File: src/tlic_pkg.sv
// package of constants and types for the two-level interrupt controller
package tlic_pkg;

    // ******************************************************
    // sources, in fixed tie-break order (index 0 wins)
    // ******************************************************
    localparam int NUM_SRC    = 11;
    localparam int SRC_EXT0   = 0;
    localparam int SRC_TMR0   = 1;
    localparam int SRC_EXT1   = 2;
    localparam int SRC_TMR1   = 3;
    localparam int SRC_SER    = 4;
    localparam int SRC_EXT2   = 5;
    localparam int SRC_EXT3   = 6;
    localparam int SRC_CID    = 7;
    localparam int SRC_DIV    = 8;
    localparam int SRC_CMP    = 9;
    localparam int SRC_WDT    = 10;

    typedef logic [NUM_SRC-1:0] tlic_src_vec_type;
    typedef logic [7:0]         tlic_vec_addr_type;

    localparam tlic_vec_addr_type VEC_TABLE [NUM_SRC] = '{
        8'h03, 8'h0b, 8'h13, 8'h1b, 8'h3b, 8'h43,
        8'h4b, 8'h53, 8'h5b, 8'h63, 8'h6b};

    // ******************************************************
    // enable register bit positions
    // ******************************************************
    localparam int IEN_EXT0   = 0;
    localparam int IEN_TMR0   = 1;
    localparam int IEN_EXT1   = 2;
    localparam int IEN_TMR1   = 3;
    localparam int IEN_SER    = 6;
    localparam int IEN_GLOBAL = 7;
    localparam int XEN_EXT2   = 0;
    localparam int XEN_EXT3   = 1;
    localparam int XEN_CID    = 2;
    localparam int XEN_DIV    = 3;
    localparam int XEN_CMP    = 4;
    localparam int XEN_WDT    = 5;

    // ******************************************************
    // register map (word aligned, byte addresses)
    // ******************************************************
    localparam logic [7:0] ADDR_IEN   = 8'h00;
    localparam logic [7:0] ADDR_XEN   = 8'h04;
    localparam logic [7:0] ADDR_PRIO  = 8'h08;
    localparam logic [7:0] ADDR_CTRL  = 8'h0c;
    localparam logic [7:0] ADDR_FLAGS = 8'h10;
    localparam logic [7:0] ADDR_STAT  = 8'h14;

    localparam int CTRL_IT0  = 0;
    localparam int CTRL_IT1  = 1;
    localparam int CTRL_IDLE_SKIP_SERVICE_BIT = 2;

    localparam logic [7:0]  RST_BYTE = 8'h00;
    localparam logic [31:0] RST_WORD = 32'h0000_0000;
    localparam logic [1:0]  RESP_OKAY   = 2'b00;
    localparam logic [1:0]  RESP_SLVERR = 2'b10;

    // core-side handshake status for one machine cycle
    typedef struct packed {
        logic mcycleStrobe;   // one clock per machine cycle: poll point
        logic lastCycle;      // this is the instruction's last machine cycle
        logic prioWrite;      // instruction writes enable/priority registers
        logic serviceExit;    // service-exit instruction executed
        logic idle;           // core is idle
    } tlic_core_type;

    // grant to the core
    typedef struct packed {
        logic              callValid; // one-cycle long vector call request
        tlic_vec_addr_type callAddr;
        logic              wake;      // leave idle
        logic              skipIsr;   // wake without running service routine
    } tlic_grant_type;

endpackage

File: src/tlic_controller.sv
// two-level interrupt controller with AXI4-Lite registers
// Behaviour
// - ext0/ext1 edge or level trigger, chosen by their trigger-type bits.
// - edge mode: high sample then low sample next machine cycle sets flag.
// - edge-mode external flag cleared by hardware on vectoring.
// - level mode: flag follows pin, not cleared on service entry.
// - ext2 and ext3 are edge triggered only.
// - timer overflows set flags; hardware clears them on service.
// - watchdog flag set on every time-out regardless of its enable; cleared only by software.
// - one serial flag for receive and transmit; cleared on service.
// - divider overflow flag set on every overflow regardless of its enable; cleared on service.
// - comparator flag set on rising comparator result.
// - caller-ID flag is OR of event flags; never cleared on service.
// - global gate off blocks all; on, each source uses its own bit.
// - enable bit placement in enable and extended enable registers.
// - two priority levels; low never interrupts high.
// - fixed tie-break order and vector table.
// - sample, poll and resolve each machine cycle; issue vector call.
// - call only if no equal/higher in service, last cycle, no reg write; in idle the last-cycle test is skipped.
// - requests are not remembered between polling cycles.
// - only service-exit instruction ends in-service state.
// - eleven sources, each with priority, flag, vector, enable.
// - runs in idle; enabled request wakes core, skip bit chooses service.
`timescale 1ns/1ps
module tlic_controller
    import tlic_pkg::*;
(
    input  wire logic             mclk,          // 25 MHz system clock
    input  wire logic             nrst,          // sync reset, active low
    input  wire logic             clkEn,         // freezes all state when low
    input  wire logic             extIrq0Pin,    // external interrupt 0 pin
    input  wire logic             extIrq1Pin,    // external interrupt 1 pin
    input  wire logic             extIrq2Pin,    // external interrupt 2 pin
    input  wire logic             extIrq3Pin,    // external interrupt 3 pin
    input  wire logic             tmr0Ovf,       // timer 0 overflow pulse
    input  wire logic             tmr1Ovf,       // timer 1 overflow pulse
    input  wire logic             serialEvt,     // serial rx/tx done pulse
    input  wire logic             dividerOvf,    // divider overflow pulse
    input  wire logic             comparatorResult, // live comparator level
    input  wire logic [7:0]       callerIdEvents,   // caller-ID event flags
    input  wire logic             watchdogTimeout,  // watchdog time-out pulse
    input  wire tlic_core_type    core,          // core status
    output tlic_grant_type        grant,         // call request to core
    output logic [1:0]            inService,     // in-service: [1] high
    input  wire logic [7:0]       s_axi_awaddr,  // write address
    input  wire logic             s_axi_awvalid, // write address valid
    output logic                  s_axi_awready, // write address ready
    input  wire logic [31:0]      s_axi_wdata,   // write data
    input  wire logic [3:0]       s_axi_wstrb,   // write strobes
    input  wire logic             s_axi_wvalid,  // write data valid
    output logic                  s_axi_wready,  // write data ready
    output logic [1:0]            s_axi_bresp,   // write response
    output logic                  s_axi_bvalid,  // write response valid
    input  wire logic             s_axi_bready,  // write response ready
    input  wire logic [7:0]       s_axi_araddr,  // read address
    input  wire logic             s_axi_arvalid, // read address valid
    output logic                  s_axi_arready, // read address ready
    output logic [31:0]           s_axi_rdata,   // read data
    output logic [1:0]            s_axi_rresp,   // read response
    output logic                  s_axi_rvalid,  // read data valid
    input  wire logic             s_axi_rready   // read data ready
);

    // ******************************************************
    // registers
    // ******************************************************
    logic [7:0]       ienQ;
    logic [7:0]       xenQ;
    tlic_src_vec_type prioQ;
    logic [2:0]       ctrlQ;
    tlic_src_vec_type flagQ;
    logic             ext0PrevQ, ext1PrevQ, ext2PrevQ, ext3PrevQ;
    logic             cmpPrevQ;
    logic [1:0]       inServiceQ;
    tlic_grant_type   grantQ;

    // ******************************************************
    // AXI4-Lite slave
    // ******************************************************
    logic [7:0]  awAddrQ;
    logic        awHeldQ;
    logic [31:0] wDataQ;
    logic [3:0]  wStrbQ;
    logic        wHeldQ;
    logic        bValidQ;
    logic [1:0]  bRespQ;
    logic        rValidQ;
    logic [31:0] rDataQ;
    logic [1:0]  rRespQ;
    logic        wrFire;
    logic        wrMapped;
    tlic_src_vec_type swClear;

    assign s_axi_awready = !awHeldQ && !bValidQ;
    assign s_axi_wready  = !wHeldQ && !bValidQ;
    assign s_axi_arready = !rValidQ;
    assign s_axi_bvalid  = bValidQ;
    assign s_axi_bresp   = bRespQ;
    assign s_axi_rvalid  = rValidQ;
    assign s_axi_rdata   = rDataQ;
    assign s_axi_rresp   = rRespQ;
    assign wrFire   = clkEn && awHeldQ && wHeldQ && !bValidQ;
    assign wrMapped = awAddrQ == ADDR_IEN || awAddrQ == ADDR_XEN ||
                      awAddrQ == ADDR_PRIO || awAddrQ == ADDR_CTRL ||
                      awAddrQ == ADDR_FLAGS;

    always_ff @(posedge mclk) begin
        if (!nrst) begin
            awHeldQ <= 1'b0;
            awAddrQ <= RST_BYTE;
        end else if (clkEn) begin
            if (s_axi_awvalid && s_axi_awready) begin
                awHeldQ <= 1'b1;
                awAddrQ <= s_axi_awaddr;
            end else if (wrFire) begin
                awHeldQ <= 1'b0;
            end
        end
    end

    always_ff @(posedge mclk) begin
        if (!nrst) begin
            wHeldQ <= 1'b0;
            wDataQ <= RST_WORD;
            wStrbQ <= 4'h0;
        end else if (clkEn) begin
            if (s_axi_wvalid && s_axi_wready) begin
                wHeldQ <= 1'b1;
                wDataQ <= s_axi_wdata;
                wStrbQ <= s_axi_wstrb;
            end else if (wrFire) begin
                wHeldQ <= 1'b0;
            end
        end
    end

    always_ff @(posedge mclk) begin
        if (!nrst) begin
            bValidQ <= 1'b0;
            bRespQ  <= RESP_OKAY;
        end else if (clkEn) begin
            if (wrFire) begin
                bValidQ <= 1'b1;
                bRespQ  <= wrMapped ? RESP_OKAY : RESP_SLVERR;
            end else if (s_axi_bready) begin
                bValidQ <= 1'b0;
            end
        end
    end

    always_ff @(posedge mclk) begin
        if (!nrst) begin
            rValidQ <= 1'b0;
            rDataQ  <= RST_WORD;
            rRespQ  <= RESP_OKAY;
        end else if (clkEn) begin
            if (s_axi_arvalid && s_axi_arready) begin
                rValidQ <= 1'b1;
                rRespQ  <= RESP_OKAY;
                case (s_axi_araddr)
                    ADDR_IEN:   rDataQ <= {24'h0, ienQ};
                    ADDR_XEN:   rDataQ <= {24'h0, xenQ};
                    ADDR_PRIO:  rDataQ <= {21'h0, prioQ};
                    ADDR_CTRL:  rDataQ <= {29'h0, ctrlQ};
                    ADDR_FLAGS: rDataQ <= {21'h0, flagQ};
                    ADDR_STAT:  rDataQ <= {30'h0, inServiceQ};
                    default: begin
                        rDataQ <= RST_WORD;
                        rRespQ <= RESP_SLVERR;
                    end
                endcase
            end else if (s_axi_rready) begin
                rValidQ <= 1'b0;
            end
        end
    end

    // config writes use strobe 0; priority bits 10:8 use strobe 1
    always_ff @(posedge mclk) begin
        if (!nrst) begin
            ienQ  <= RST_BYTE;
            xenQ  <= RST_BYTE;
            prioQ <= '0;
        end else if (wrFire) begin
            if (awAddrQ == ADDR_IEN && wStrbQ[0])
                ienQ <= wDataQ[7:0];
            if (awAddrQ == ADDR_XEN && wStrbQ[0])
                xenQ <= wDataQ[7:0];
            if (awAddrQ == ADDR_PRIO) begin
                if (wStrbQ[0])
                    prioQ[7:0] <= wDataQ[7:0];
                if (wStrbQ[1])
                    prioQ[NUM_SRC-1:8] <= wDataQ[NUM_SRC-1:8];
            end
        end
    end

    always_ff @(posedge mclk) begin
        if (!nrst) begin
            ctrlQ <= '0;
        end else if (wrFire && awAddrQ == ADDR_CTRL && wStrbQ[0]) begin
            ctrlQ <= wDataQ[2:0];
        end
    end

    // write one to clear a flag
    always_comb begin
        swClear = '0;
        if (wrFire && awAddrQ == ADDR_FLAGS) begin
            swClear[7:0] = wStrbQ[0] ? wDataQ[7:0] : 8'h00;
            swClear[NUM_SRC-1:8] =
                wStrbQ[1] ? wDataQ[NUM_SRC-1:8] : 3'b000;
        end
    end

    // ******************************************************
    // per-machine-cycle sampling and flag sources
    // ******************************************************
    logic             mc;
    logic             fall0, fall1, fall2, fall3, cmpRise;
    tlic_src_vec_type setEvt;
    tlic_src_vec_type hwClear;
    logic [3:0]       srcIdx;
    logic             winValid;
    logic             callOk;
    logic             callGo;

    assign mc = clkEn && core.mcycleStrobe;

    always_ff @(posedge mclk) begin
        if (!nrst) begin
            ext0PrevQ <= 1'b1;
            ext1PrevQ <= 1'b1;
            ext2PrevQ <= 1'b1;
            ext3PrevQ <= 1'b1;
        end else if (mc) begin
            ext0PrevQ <= extIrq0Pin;
            ext1PrevQ <= extIrq1Pin;
            ext2PrevQ <= extIrq2Pin;
            ext3PrevQ <= extIrq3Pin;
        end
    end

    always_ff @(posedge mclk) begin
        if (!nrst) begin
            cmpPrevQ <= 1'b0;
        end else if (clkEn) begin
            cmpPrevQ <= comparatorResult;
        end
    end

    // sources hold each level a machine cycle
    assign fall0   = mc && ext0PrevQ && !extIrq0Pin;
    assign fall1   = mc && ext1PrevQ && !extIrq1Pin;
    assign fall2   = mc && ext2PrevQ && !extIrq2Pin;
    assign fall3   = mc && ext3PrevQ && !extIrq3Pin;
    assign cmpRise = comparatorResult && !cmpPrevQ;

    always_comb begin
        setEvt = '0;
        setEvt[SRC_EXT0] = fall0;
        setEvt[SRC_TMR0] = tmr0Ovf;
        setEvt[SRC_EXT1] = fall1;
        setEvt[SRC_TMR1] = tmr1Ovf;
        setEvt[SRC_SER]  = serialEvt;
        setEvt[SRC_EXT2] = fall2;
        setEvt[SRC_EXT3] = fall3;
        setEvt[SRC_DIV]  = dividerOvf;
        setEvt[SRC_CMP]  = cmpRise;
        setEvt[SRC_WDT]  = watchdogTimeout;
    end

    // clear on vectoring; never cid or watchdog
    always_comb begin
        hwClear = '0;
        if (callGo) begin
            hwClear[srcIdx] = 1'b1;
        end
        hwClear[SRC_CID] = 1'b0;
        hwClear[SRC_WDT] = 1'b0;
    end

    // set beats clear; level-mode ext flags track the pin
    always_ff @(posedge mclk) begin
        if (!nrst) begin
            flagQ <= '0;
        end else if (clkEn) begin
            flagQ <= setEvt | (flagQ & ~hwClear & ~swClear);
            if (ctrlQ[CTRL_IT0] == 1'b0)
                flagQ[SRC_EXT0] <= !extIrq0Pin;
            if (ctrlQ[CTRL_IT1] == 1'b0)
                flagQ[SRC_EXT1] <= !extIrq1Pin;
            flagQ[SRC_CID] <= |callerIdEvents;
        end
    end

    // ******************************************************
    // enables, priority resolution and call generation
    // ******************************************************
    tlic_src_vec_type enVec;
    tlic_src_vec_type req;
    tlic_src_vec_type reqHi, reqLo;
    logic             winHi;

    always_comb begin
        enVec = '0;
        enVec[SRC_EXT0] = ienQ[IEN_EXT0];
        enVec[SRC_TMR0] = ienQ[IEN_TMR0];
        enVec[SRC_EXT1] = ienQ[IEN_EXT1];
        enVec[SRC_TMR1] = ienQ[IEN_TMR1];
        enVec[SRC_SER]  = ienQ[IEN_SER];
        enVec[SRC_EXT2] = xenQ[XEN_EXT2];
        enVec[SRC_EXT3] = xenQ[XEN_EXT3];
        enVec[SRC_CID]  = xenQ[XEN_CID];
        enVec[SRC_DIV]  = xenQ[XEN_DIV];
        enVec[SRC_CMP]  = xenQ[XEN_CMP];
        enVec[SRC_WDT]  = xenQ[XEN_WDT];
    end

    // live flags only
    assign req   = ienQ[IEN_GLOBAL] ? (flagQ & enVec) : '0;
    assign reqHi = req & prioQ;
    assign reqLo = req & ~prioQ;

    // lowest index wins
    always_comb begin
        srcIdx   = '0;
        winValid = 1'b0;
        winHi    = 1'b0;
        if (|reqHi && !inServiceQ[1]) begin
            winValid = 1'b1;
            winHi    = 1'b1;
            for (int i = NUM_SRC - 1; i >= 0; i--) begin
                if (reqHi[i])
                    srcIdx = 4'(i);
            end
        end else if (|reqLo && inServiceQ == 2'b00) begin
            winValid = 1'b1;
            for (int i = NUM_SRC - 1; i >= 0; i--) begin
                if (reqLo[i])
                    srcIdx = 4'(i);
            end
        end
    end

    // idle wake skips the boundary test
    assign callOk = mc && !core.prioWrite &&
                    (core.lastCycle || core.idle);
    assign callGo = winValid && callOk && !grantQ.callValid &&
                    !(core.idle && ctrlQ[CTRL_IDLE_SKIP_SERVICE_BIT]);

    always_ff @(posedge mclk) begin
        if (!nrst) begin
            grantQ <= '0;
        end else if (clkEn) begin
            grantQ.callValid <= 1'b0;
            grantQ.wake      <= 1'b0;
            grantQ.skipIsr   <= 1'b0;
            if (core.idle && |req) begin
                grantQ.wake    <= 1'b1;
                grantQ.skipIsr <= ctrlQ[CTRL_IDLE_SKIP_SERVICE_BIT];
            end
            if (callGo) begin
                grantQ.callValid <= 1'b1;
                grantQ.callAddr  <= VEC_TABLE[srcIdx];
            end
        end
    end

    // in-service per level
    always_ff @(posedge mclk) begin
        if (!nrst) begin
            inServiceQ <= 2'b00;
        end else if (clkEn) begin
            if (core.serviceExit) begin
                if (inServiceQ[1])
                    inServiceQ[1] <= 1'b0;
                else
                    inServiceQ[0] <= 1'b0;
            end
            if (callGo) begin
                inServiceQ[winHi] <= 1'b1;
            end
        end
    end

    assign grant     = grantQ;
    assign inService = inServiceQ;

endmodule

File: config.mk
export PLATFORM = sky130hd
export DESIGN_NAME = tlic_controller
export DESIGN_NICKNAME = d
export VERILOG_FILES = /design/src/tlic_pkg.sv /design/src/tlic_controller.sv
export SDC_FILE = /design/constraint.sdc
export NUM_CORES = 1
export LEC_CHECK = 0
export ABC_CLOCK_PERIOD_IN_PS = 3100
export BUFFER_PORTS_ARGS = -buffer_cell sky130_fd_sc_hd__buf_2
export CELL_PAD_IN_SITES_DETAIL_PLACEMENT = 1
export CELL_PAD_IN_SITES_GLOBAL_PLACEMENT = 2
export CORE_MARGIN = 3
export CORE_UTILIZATION = 30
export CTS_CLUSTER_DIAMETER = 50
export DETAILED_ROUTE_END_ITERATION = 10
export GPL_ROUTABILITY_DRIVEN = 0
export PLACE_DENSITY_LB_ADDON = 0.05
export SYNTH_ARGS = -nofsm -noshare
export SYNTH_HDL_FRONTEND = slang
export SYNTH_SLANG_ARGS = --single-unit
File: constraint.sdc
create_clock -name mclk -period 3.1 [get_ports mclk]
set_clock_uncertainty 0.1 [all_clocks]
set_input_delay 0.31 -clock mclk [delete_from_list [all_inputs] [get_ports mclk]]
set_output_delay 0.31 -clock mclk [all_outputs]
set_load 0.01 [all_outputs]
==> results of run 1 <==
-- logic make-up after synthesis --
kind of cell,count (synthesis),synth area share (%)
flops,94,37.2
other cells,1,0.0741
buf+inv,66,7.02
compound gates,122,16.8
fa+ha+maj,2,0.495
mux,43,9.03
simple gates,273,29.4
-- power by group through the flow --
| stage | clock network [mW] | logic [mW] | registers, mW |
|---|---|---|---|
| after floorplan | 0 | 0.158 | 1.29 |
| after global placement | 0 | 0.219 | 1.31 |
| final | 1.17 | 0.220 | 1.29 |
| after detailed placement | 0 | 0.223 | 1.31 |
| after CTS | 1.21 | 0.224 | 1.29 |
| after global routing | 1.27 | 0.250 | 1.29 |
-- worst max-delay path: stages (launching register included) --
cell and delay, ns:
sky130_fd_sc_hd__dfxtp_2 0.47, sky130_fd_sc_hd__and4b_1 0.31, sky130_fd_sc_hd__or3_4 0.39, sky130_fd_sc_hd__or4_4 0.54, sky130_fd_sc_hd__o21ai_1 0.19, sky130_fd_sc_hd__and3_1 0.31
sky130_fd_sc_hd__a21oi_1 0.10, sky130_fd_sc_hd__o21a_1 0.19
-- worst paths after layout --
path | start | end | slack, ns | depth (start not counted)
setup reg to reg | ienQ[7] | flagQ[4] | 0.40 | 7
hold reg to reg | ext0PrevQ | ext0PrevQ | 0.37 | 2
hold / removal | dividerOvf | flagQ[8] | 0.09 | 2
setup / recovery | ienQ[7] | flagQ[4] | 0.40 | 7
-- synth_stat cells (all sizes together) (6+ instances only) --
library cell,count,share of area (%)
dfxtp,94,37
nand2,94,7.0
nor2b,41,5.1
mux2i,40,7.9
buf,31,4.4
o21ai,30,3.0
a21boi,27,4.0
nor2,25,1.9
clkbuf,24,1.8
nand3,24,2.4
nand4,18,2.2
and2,16,2.0
a21oi,14,1.4
a31oi,13,1.7
a22oi,11,1.6
inv,11,0.82
nor3,9,1.3
nand4b,7,1.2
and4,6,1.0
nand2b,6,0.74
-- flip-flops by register name, summed over array words and instances, names as in the netlist, 2 cells and up --
signal and cells:
ctrlQ 3, ienQ 8, s_axi_rdata 11, flagQ 11, inService 2, awAddrQ 8
wDataQ 11, wStrbQ 2, grant 8, xenQ 8, prioQ 11
-- metrics by stage --
step | std cells | total power [mW]
after floorplan | 625 | 1.45
after global placement | 889 | 1.53
after detailed placement | 889 | 1.54
after CTS | 905 | 2.72
after global routing | 905 | 2.81
final | 905 | 2.68
-- cell type report --
type / instances / share of cell area [%]
clock buffer: 11 / 4.22
clock inverter: 5 / 0.940
inverter: 11 / 0.690
multi-input combinational: 465 / 48.7
sequential: 94 / 31.5
tap: 216 / 4.51
timing repair buffer: 103 / 9.45
-- per-layer routing --
| layer | vias up | GRT usage [%] | wire (um) |
|---|---|---|---|
| met5 | - | 0 | 0 |
| met4 | 0 | 6.72 | 384 |
| met3 | 21 | 2.55 | 655 |
| met2 | 109 | 30.6 | 7910 |
| met1 | 2207 | 24.1 | 7550 |
| li1 | 2278 | - | - |
==> results.yml, run 1 <==
route:
  via_per_inst: 5.10
  route.detailed.drc: 0
  via_count: 4615
  post_drt_wl_per_cell_um: 18.2
  dr.first_iter.drc_count: 180
  drt-pass1-iter-count: 5
  antenna_left: 0
  totalWireLength_um: 16500
yosys:
  avgSynthCellArea_sq_um: 8.42
  synth_enable_flop_cells: 0
  ys_seq_area_share_pct: 37.2
  post_synth_num_cell_types: 59
  synth_ff_type: "sky130_fd_sc_hd__dfxtp_1"
  ys_ff_latch: 94
  postSynthCellCount: 601
  synth_warnings: 0
  mappedNetlistArea_sq_um: 5060
  fraction_of_registers_with_async_set_reset_pct: 0
global_routing:
  grt_remaining_overflow: 0
  grt_antenna_before_repair: 0
  grt_first_pass_wirelength_um: 26000
  grt_start_max_net_pins: 47
  number_of_global_route_vias_before_repair: 4683
  grt_usage_pct: 18.3
cells_and_area:
  final_core_utilization_pct: 37.0
  finalNetCount: 769
  fillers: 1962
  synthToLayoutAreaGrowth_pct: 18.4
  multi_input_gate_area_in_the_final_layout_sq_um: 2920
  layout.cells.most_common: "sky130_fd_sc_hd__nand2_1"
  final_layout_size_suffix_gt1_share_pct: 20.3
  postLayoutCellArea_sq_um: 5990
  total_inserted_antenna_cells: 0
  seq_area_sq_um: 1880
  mostFrequentLayoutCells: "94 x sky130_fd_sc_hd__nand2_1, 93 x sky130_fd_sc_hd__dfxtp_1, 88 x sky130_fd_sc_hd__buf_2, 40 x sky130_fd_sc_hd__mux2i_1, 40 x sky130_fd_sc_hd__nor2b_1"
placed_design:
  portBuffers: 88
  dpl-instance-area_sq_um: 5680
  preCtsSetupSlack_ns: 0.201
  dp.final_hpwl_um: 12800
clock_tree:
  root_driver: "sky130_fd_sc_hd__clkbuf_16"
  numCtsBuffers: 9
  clock_path_buffers: 2
  cts_resized: 0
  postCtsSetupRepairBufs: 0
  clock_tree.htree_level_count: 3
  clkLatencyLatePin_ns: 0.35
  clkTransAtPathRegs_ns: 0.07
  holdBufCountCts: 0
  cts_sinks: 94
  tritoncts: "yes"
timing:
  setup_slack_ns: 0.397
  fin_setup_tns_ns: 0
  grt_setup_unrepaired: "false"
  finalHoldViolations: 0
  fin_hold_ws_ns: 0.0896
  max_freq_mhz: 370
  period_minus_slack_ns: 2.70
  max_slew_margin_pct: 48.8
  tightest_slew_ns: 0.769
  final-setup-viol-count: 0
  report.final.slew_viol_count: 0
  min_period_over_period_pct: 87.2
critical_path:
  critical_path_arrival_ns: 2.85
  path_class: "reg2reg"
  end_kind: "flop"
  critical_path.startpoint_type: "flop"
  crit_fanout: 27
  cp.required_ns: 3.25
floorplanning:
  floorplan.core_area_sq_um: 16200
  initial_utilization_pct: 31.3
  floorplan.die.height_um: 136
  placement_rows: 46
  floorplan_die_area_sq_um: 18500
  top_level_ports: 137
  die-width_um: 136
power_and_ir_drop:
  switching_fraction_of_total_power_pct: 25.2
  p_seq_share_pct: 48.0
  p_int_mw: 2.00
  ir_worst_vdd_mv: 0.244
  power.clock.fraction_pct: 43.7
  switching_power_mw: 0.674
  combinationalPowerShare_pct: 8.2
  cellLeakagePower_nw: 2.41
  power.density_nw_per_um2: 447
outcome:
  outcome: "finished clean"
min_path:
  hold_class: "in2reg"
flow_run:
  number_of_maximum_capacitance_violations: 0
No activity file was read; power rests on OpenSTA's default activity.
==> run 2: changes to the inputs <==
Settings changed: PLACE_DENSITY_LB_ADDON 0.05 to 0.1.
==> run 2 against run 1 <==
Compared with the run above: utilization decreased by 0.27 points; first-iteration DRC count up 1.1%; setup slack got worse by 0.031 ns; maximum frequency shrank 1.1%; critical path depth is 2 higher; highest routed layer unchanged; count of clock-buffer cells in the layout up 1; flip-flop and latch count is the same; combinational power down 3%; largest cell class unchanged; sequential share of layout area increased by 0.23 points; routed wire length decreased by 1.7%; power fell by 2.9%; non-clock buffer count shrank 4.
==> results.yml, run 2 (synthesis results as in run 1) <==
power_and_ir_drop:
  power.density_nw_per_um2: 438
  power.clock.fraction_pct: 42.2
  combinationalPowerShare_pct: 8.2
  cellLeakagePower_nw: 2.38
  switching_power_mw: 0.659
  p_int_mw: 1.94
  p_seq_share_pct: 49.5
  switching_fraction_of_total_power_pct: 25.3
  ir_worst_vdd_mv: 0.267
critical_path:
  ff2ff_path_depth: 9
  worst_path_largest_cell_delay_ns: 0.46
  crit_chain: "nand4b_1 -> nand4_1 -> nor4_2 -> nor3_1 -> a31oi_1 -> ha_1 -> nand2_1 -> o2111ai_1 -> o211a_1"
  critical_path_arrival_ns: 2.93
  end_kind: "flop"
  critical_path.startpoint_type: "flop"
  regToRegStartpoint: "ienQ[7]"
  worst_setup_path_endpoint: "grant[6]"
  timing.critical_path.from: "ienQ[7]"
  crit_fanout: 27
  worstReg2RegEnd: "grant[6]"
  crit_buf_inv: 0
  path_delay_family: "simple AND/OR/NAND/NOR gates"
  cp.required_ns: 3.29
  cp.depth: 9
  path_class: "reg2reg"
  ff2ff_setup_slack_ns: 0.37
  crit_path_top_delay_cell: "sky130_fd_sc_hd__dfxtp_2"
placed_design:
  portBuffers: 88
  dp.final_hpwl_um: 12500
timing:
  min_period_over_period_pct: 88.2
  fin_setup_tns_ns: 0
  max_slew_margin_pct: 46.6
  final-setup-viol-count: 0
  report.final.slew_viol_count: 0
  tightest_slew_ns: 0.802
  period_minus_slack_ns: 2.73
  grt_setup_unrepaired: "false"
  finalHoldViolations: 0
  max_freq_mhz: 366
cells_and_area:
  total_inserted_antenna_cells: 0
  layout.cells.most_common: "sky130_fd_sc_hd__nand2_1"
  synthToLayoutAreaGrowth_pct: 17.5
  final_core_utilization_pct: 36.7
  finalNetCount: 765
  final_layout_size_suffix_gt1_share_pct: 19.9
  mostFrequentLayoutCells: "94 x sky130_fd_sc_hd__nand2_1, 93 x sky130_fd_sc_hd__dfxtp_1, 88 x sky130_fd_sc_hd__buf_2, 40 x sky130_fd_sc_hd__mux2i_1, 40 x sky130_fd_sc_hd__nor2b_1"
min_path:
  hold_class: "in2reg"
floorplanning:
  floorplan.core_area_sq_um: 16200
  die-width_um: 136
  placement_rows: 46
  floorplan_die_area_sq_um: 18500
  top_level_ports: 137
  floorplan.die.height_um: 136
  initial_utilization_pct: 31.3
clock_tree:
  clkTransAtPathRegs_ns: 0.07
  tritoncts: "yes"
  numCtsBuffers: 9
  clkLatencyLatePin_ns: 0.35
  root_driver: "sky130_fd_sc_hd__clkbuf_16"
  clock_path_buffers: 2
  cts_sinks: 94
  postCtsSetupRepairBufs: 0
  clock_tree.htree_level_count: 3
global_routing:
  grt_antenna_before_repair: 0
  grt_remaining_overflow: 0
  number_of_global_route_vias_before_repair: 4684
  grt_start_max_net_pins: 56
  grt_first_pass_wirelength_um: 25200
  grt_usage_pct: 17.7
outcome:
  outcome: "finished clean"
flow_run:
  number_of_maximum_capacitance_violations: 0
route:
  drt-pass1-iter-count: 4
  via_per_inst: 5.10
  route.detailed.drc: 0
  antenna_left: 0
  totalWireLength_um: 16200
  post_drt_wl_per_cell_um: 18.0
  via_count: 4592
  dr.first_iter.drc_count: 182
run 2: worst reg2reg max path, delay by kind of cell (launching register included):
kind	cells	cell delay (ns)
compound gates	3	0.58
flops	1	0.46
fa+ha+maj	1	0.37
simple gates	5	1.17
run 2: how the worst min path moves through the flow:
stage                          start         to  slack (ns)  cells past startpoint
after floorplan            ext1PrevQ  ext1PrevQ        0.34                      2
after global placement     ext1PrevQ  ext1PrevQ        0.35                      2
after detailed placement   ext1PrevQ  ext1PrevQ        0.37                      2
after CTS                 dividerOvf   flagQ[8]        0.09                      2
after global routing      dividerOvf   flagQ[8]        0.09                      2
final                     dividerOvf   flagQ[8]         0.1                      2
run 2: power by group through the flow:
| stage | registers (mW) | logic, mW | clock network, mW |
|---|---|---|---|
| 2_1_floorplan | 1.29 | 0.158 | 0 |
| 5_1_grt | 1.29 | 0.241 | 1.19 |
| 6_report | 1.29 | 0.214 | 1.10 |
| 3_5_place_dp | 1.32 | 0.217 | 0 |
| 4_1_cts | 1.29 | 0.218 | 1.14 |
| 3_3_place_gp | 1.31 | 0.212 | 0 |
run 2: per-stage QoR:
stage / area, sq um / hold slack (ns) / instances / power, mW / setup WS, ns
3_5_place_dp: 5650 / 0.369 / 885 / 1.53 / 0.129
5_1_grt: 5940 / 0.0933 / 901 / 2.72 / 0.126
6_report: 5940 / 0.0975 / 901 / 2.60 / 0.366
2_1_floorplan: 5150 / 0.335 / 625 / 1.45 / 0.575
4_1_cts: 5940 / 0.0893 / 901 / 2.64 / 0.112
3_3_place_gp: 5650 / 0.349 / 885 / 1.53 / 0.183
run 2: what timing repair did:
item,in CTS,in global routing
gates resized for setup,0,1
hold buffers,0,0
endpoints found under the setup margin,0,10
run 2: layout make-up:
cell class / instances / area, sq um
flip-flops and latches: 94 / 1880
fillers: 1951 / 10200
clock buffers: 12 / 267
multi-input cells: 465 / 2920
inverters: 11 / 41.3
well taps: 216 / 270
repair buffers: 99 / 536
clock inverters: 4 / 28.8
run 2: routing by layer:
metal | wire length, um | track usage [%]
met1 | 7310 | 23.0
met2 | 7420 | 28.3
met3 | 882 | 2.85
met4 | 605 | 9.18
met5 | 0 | 0
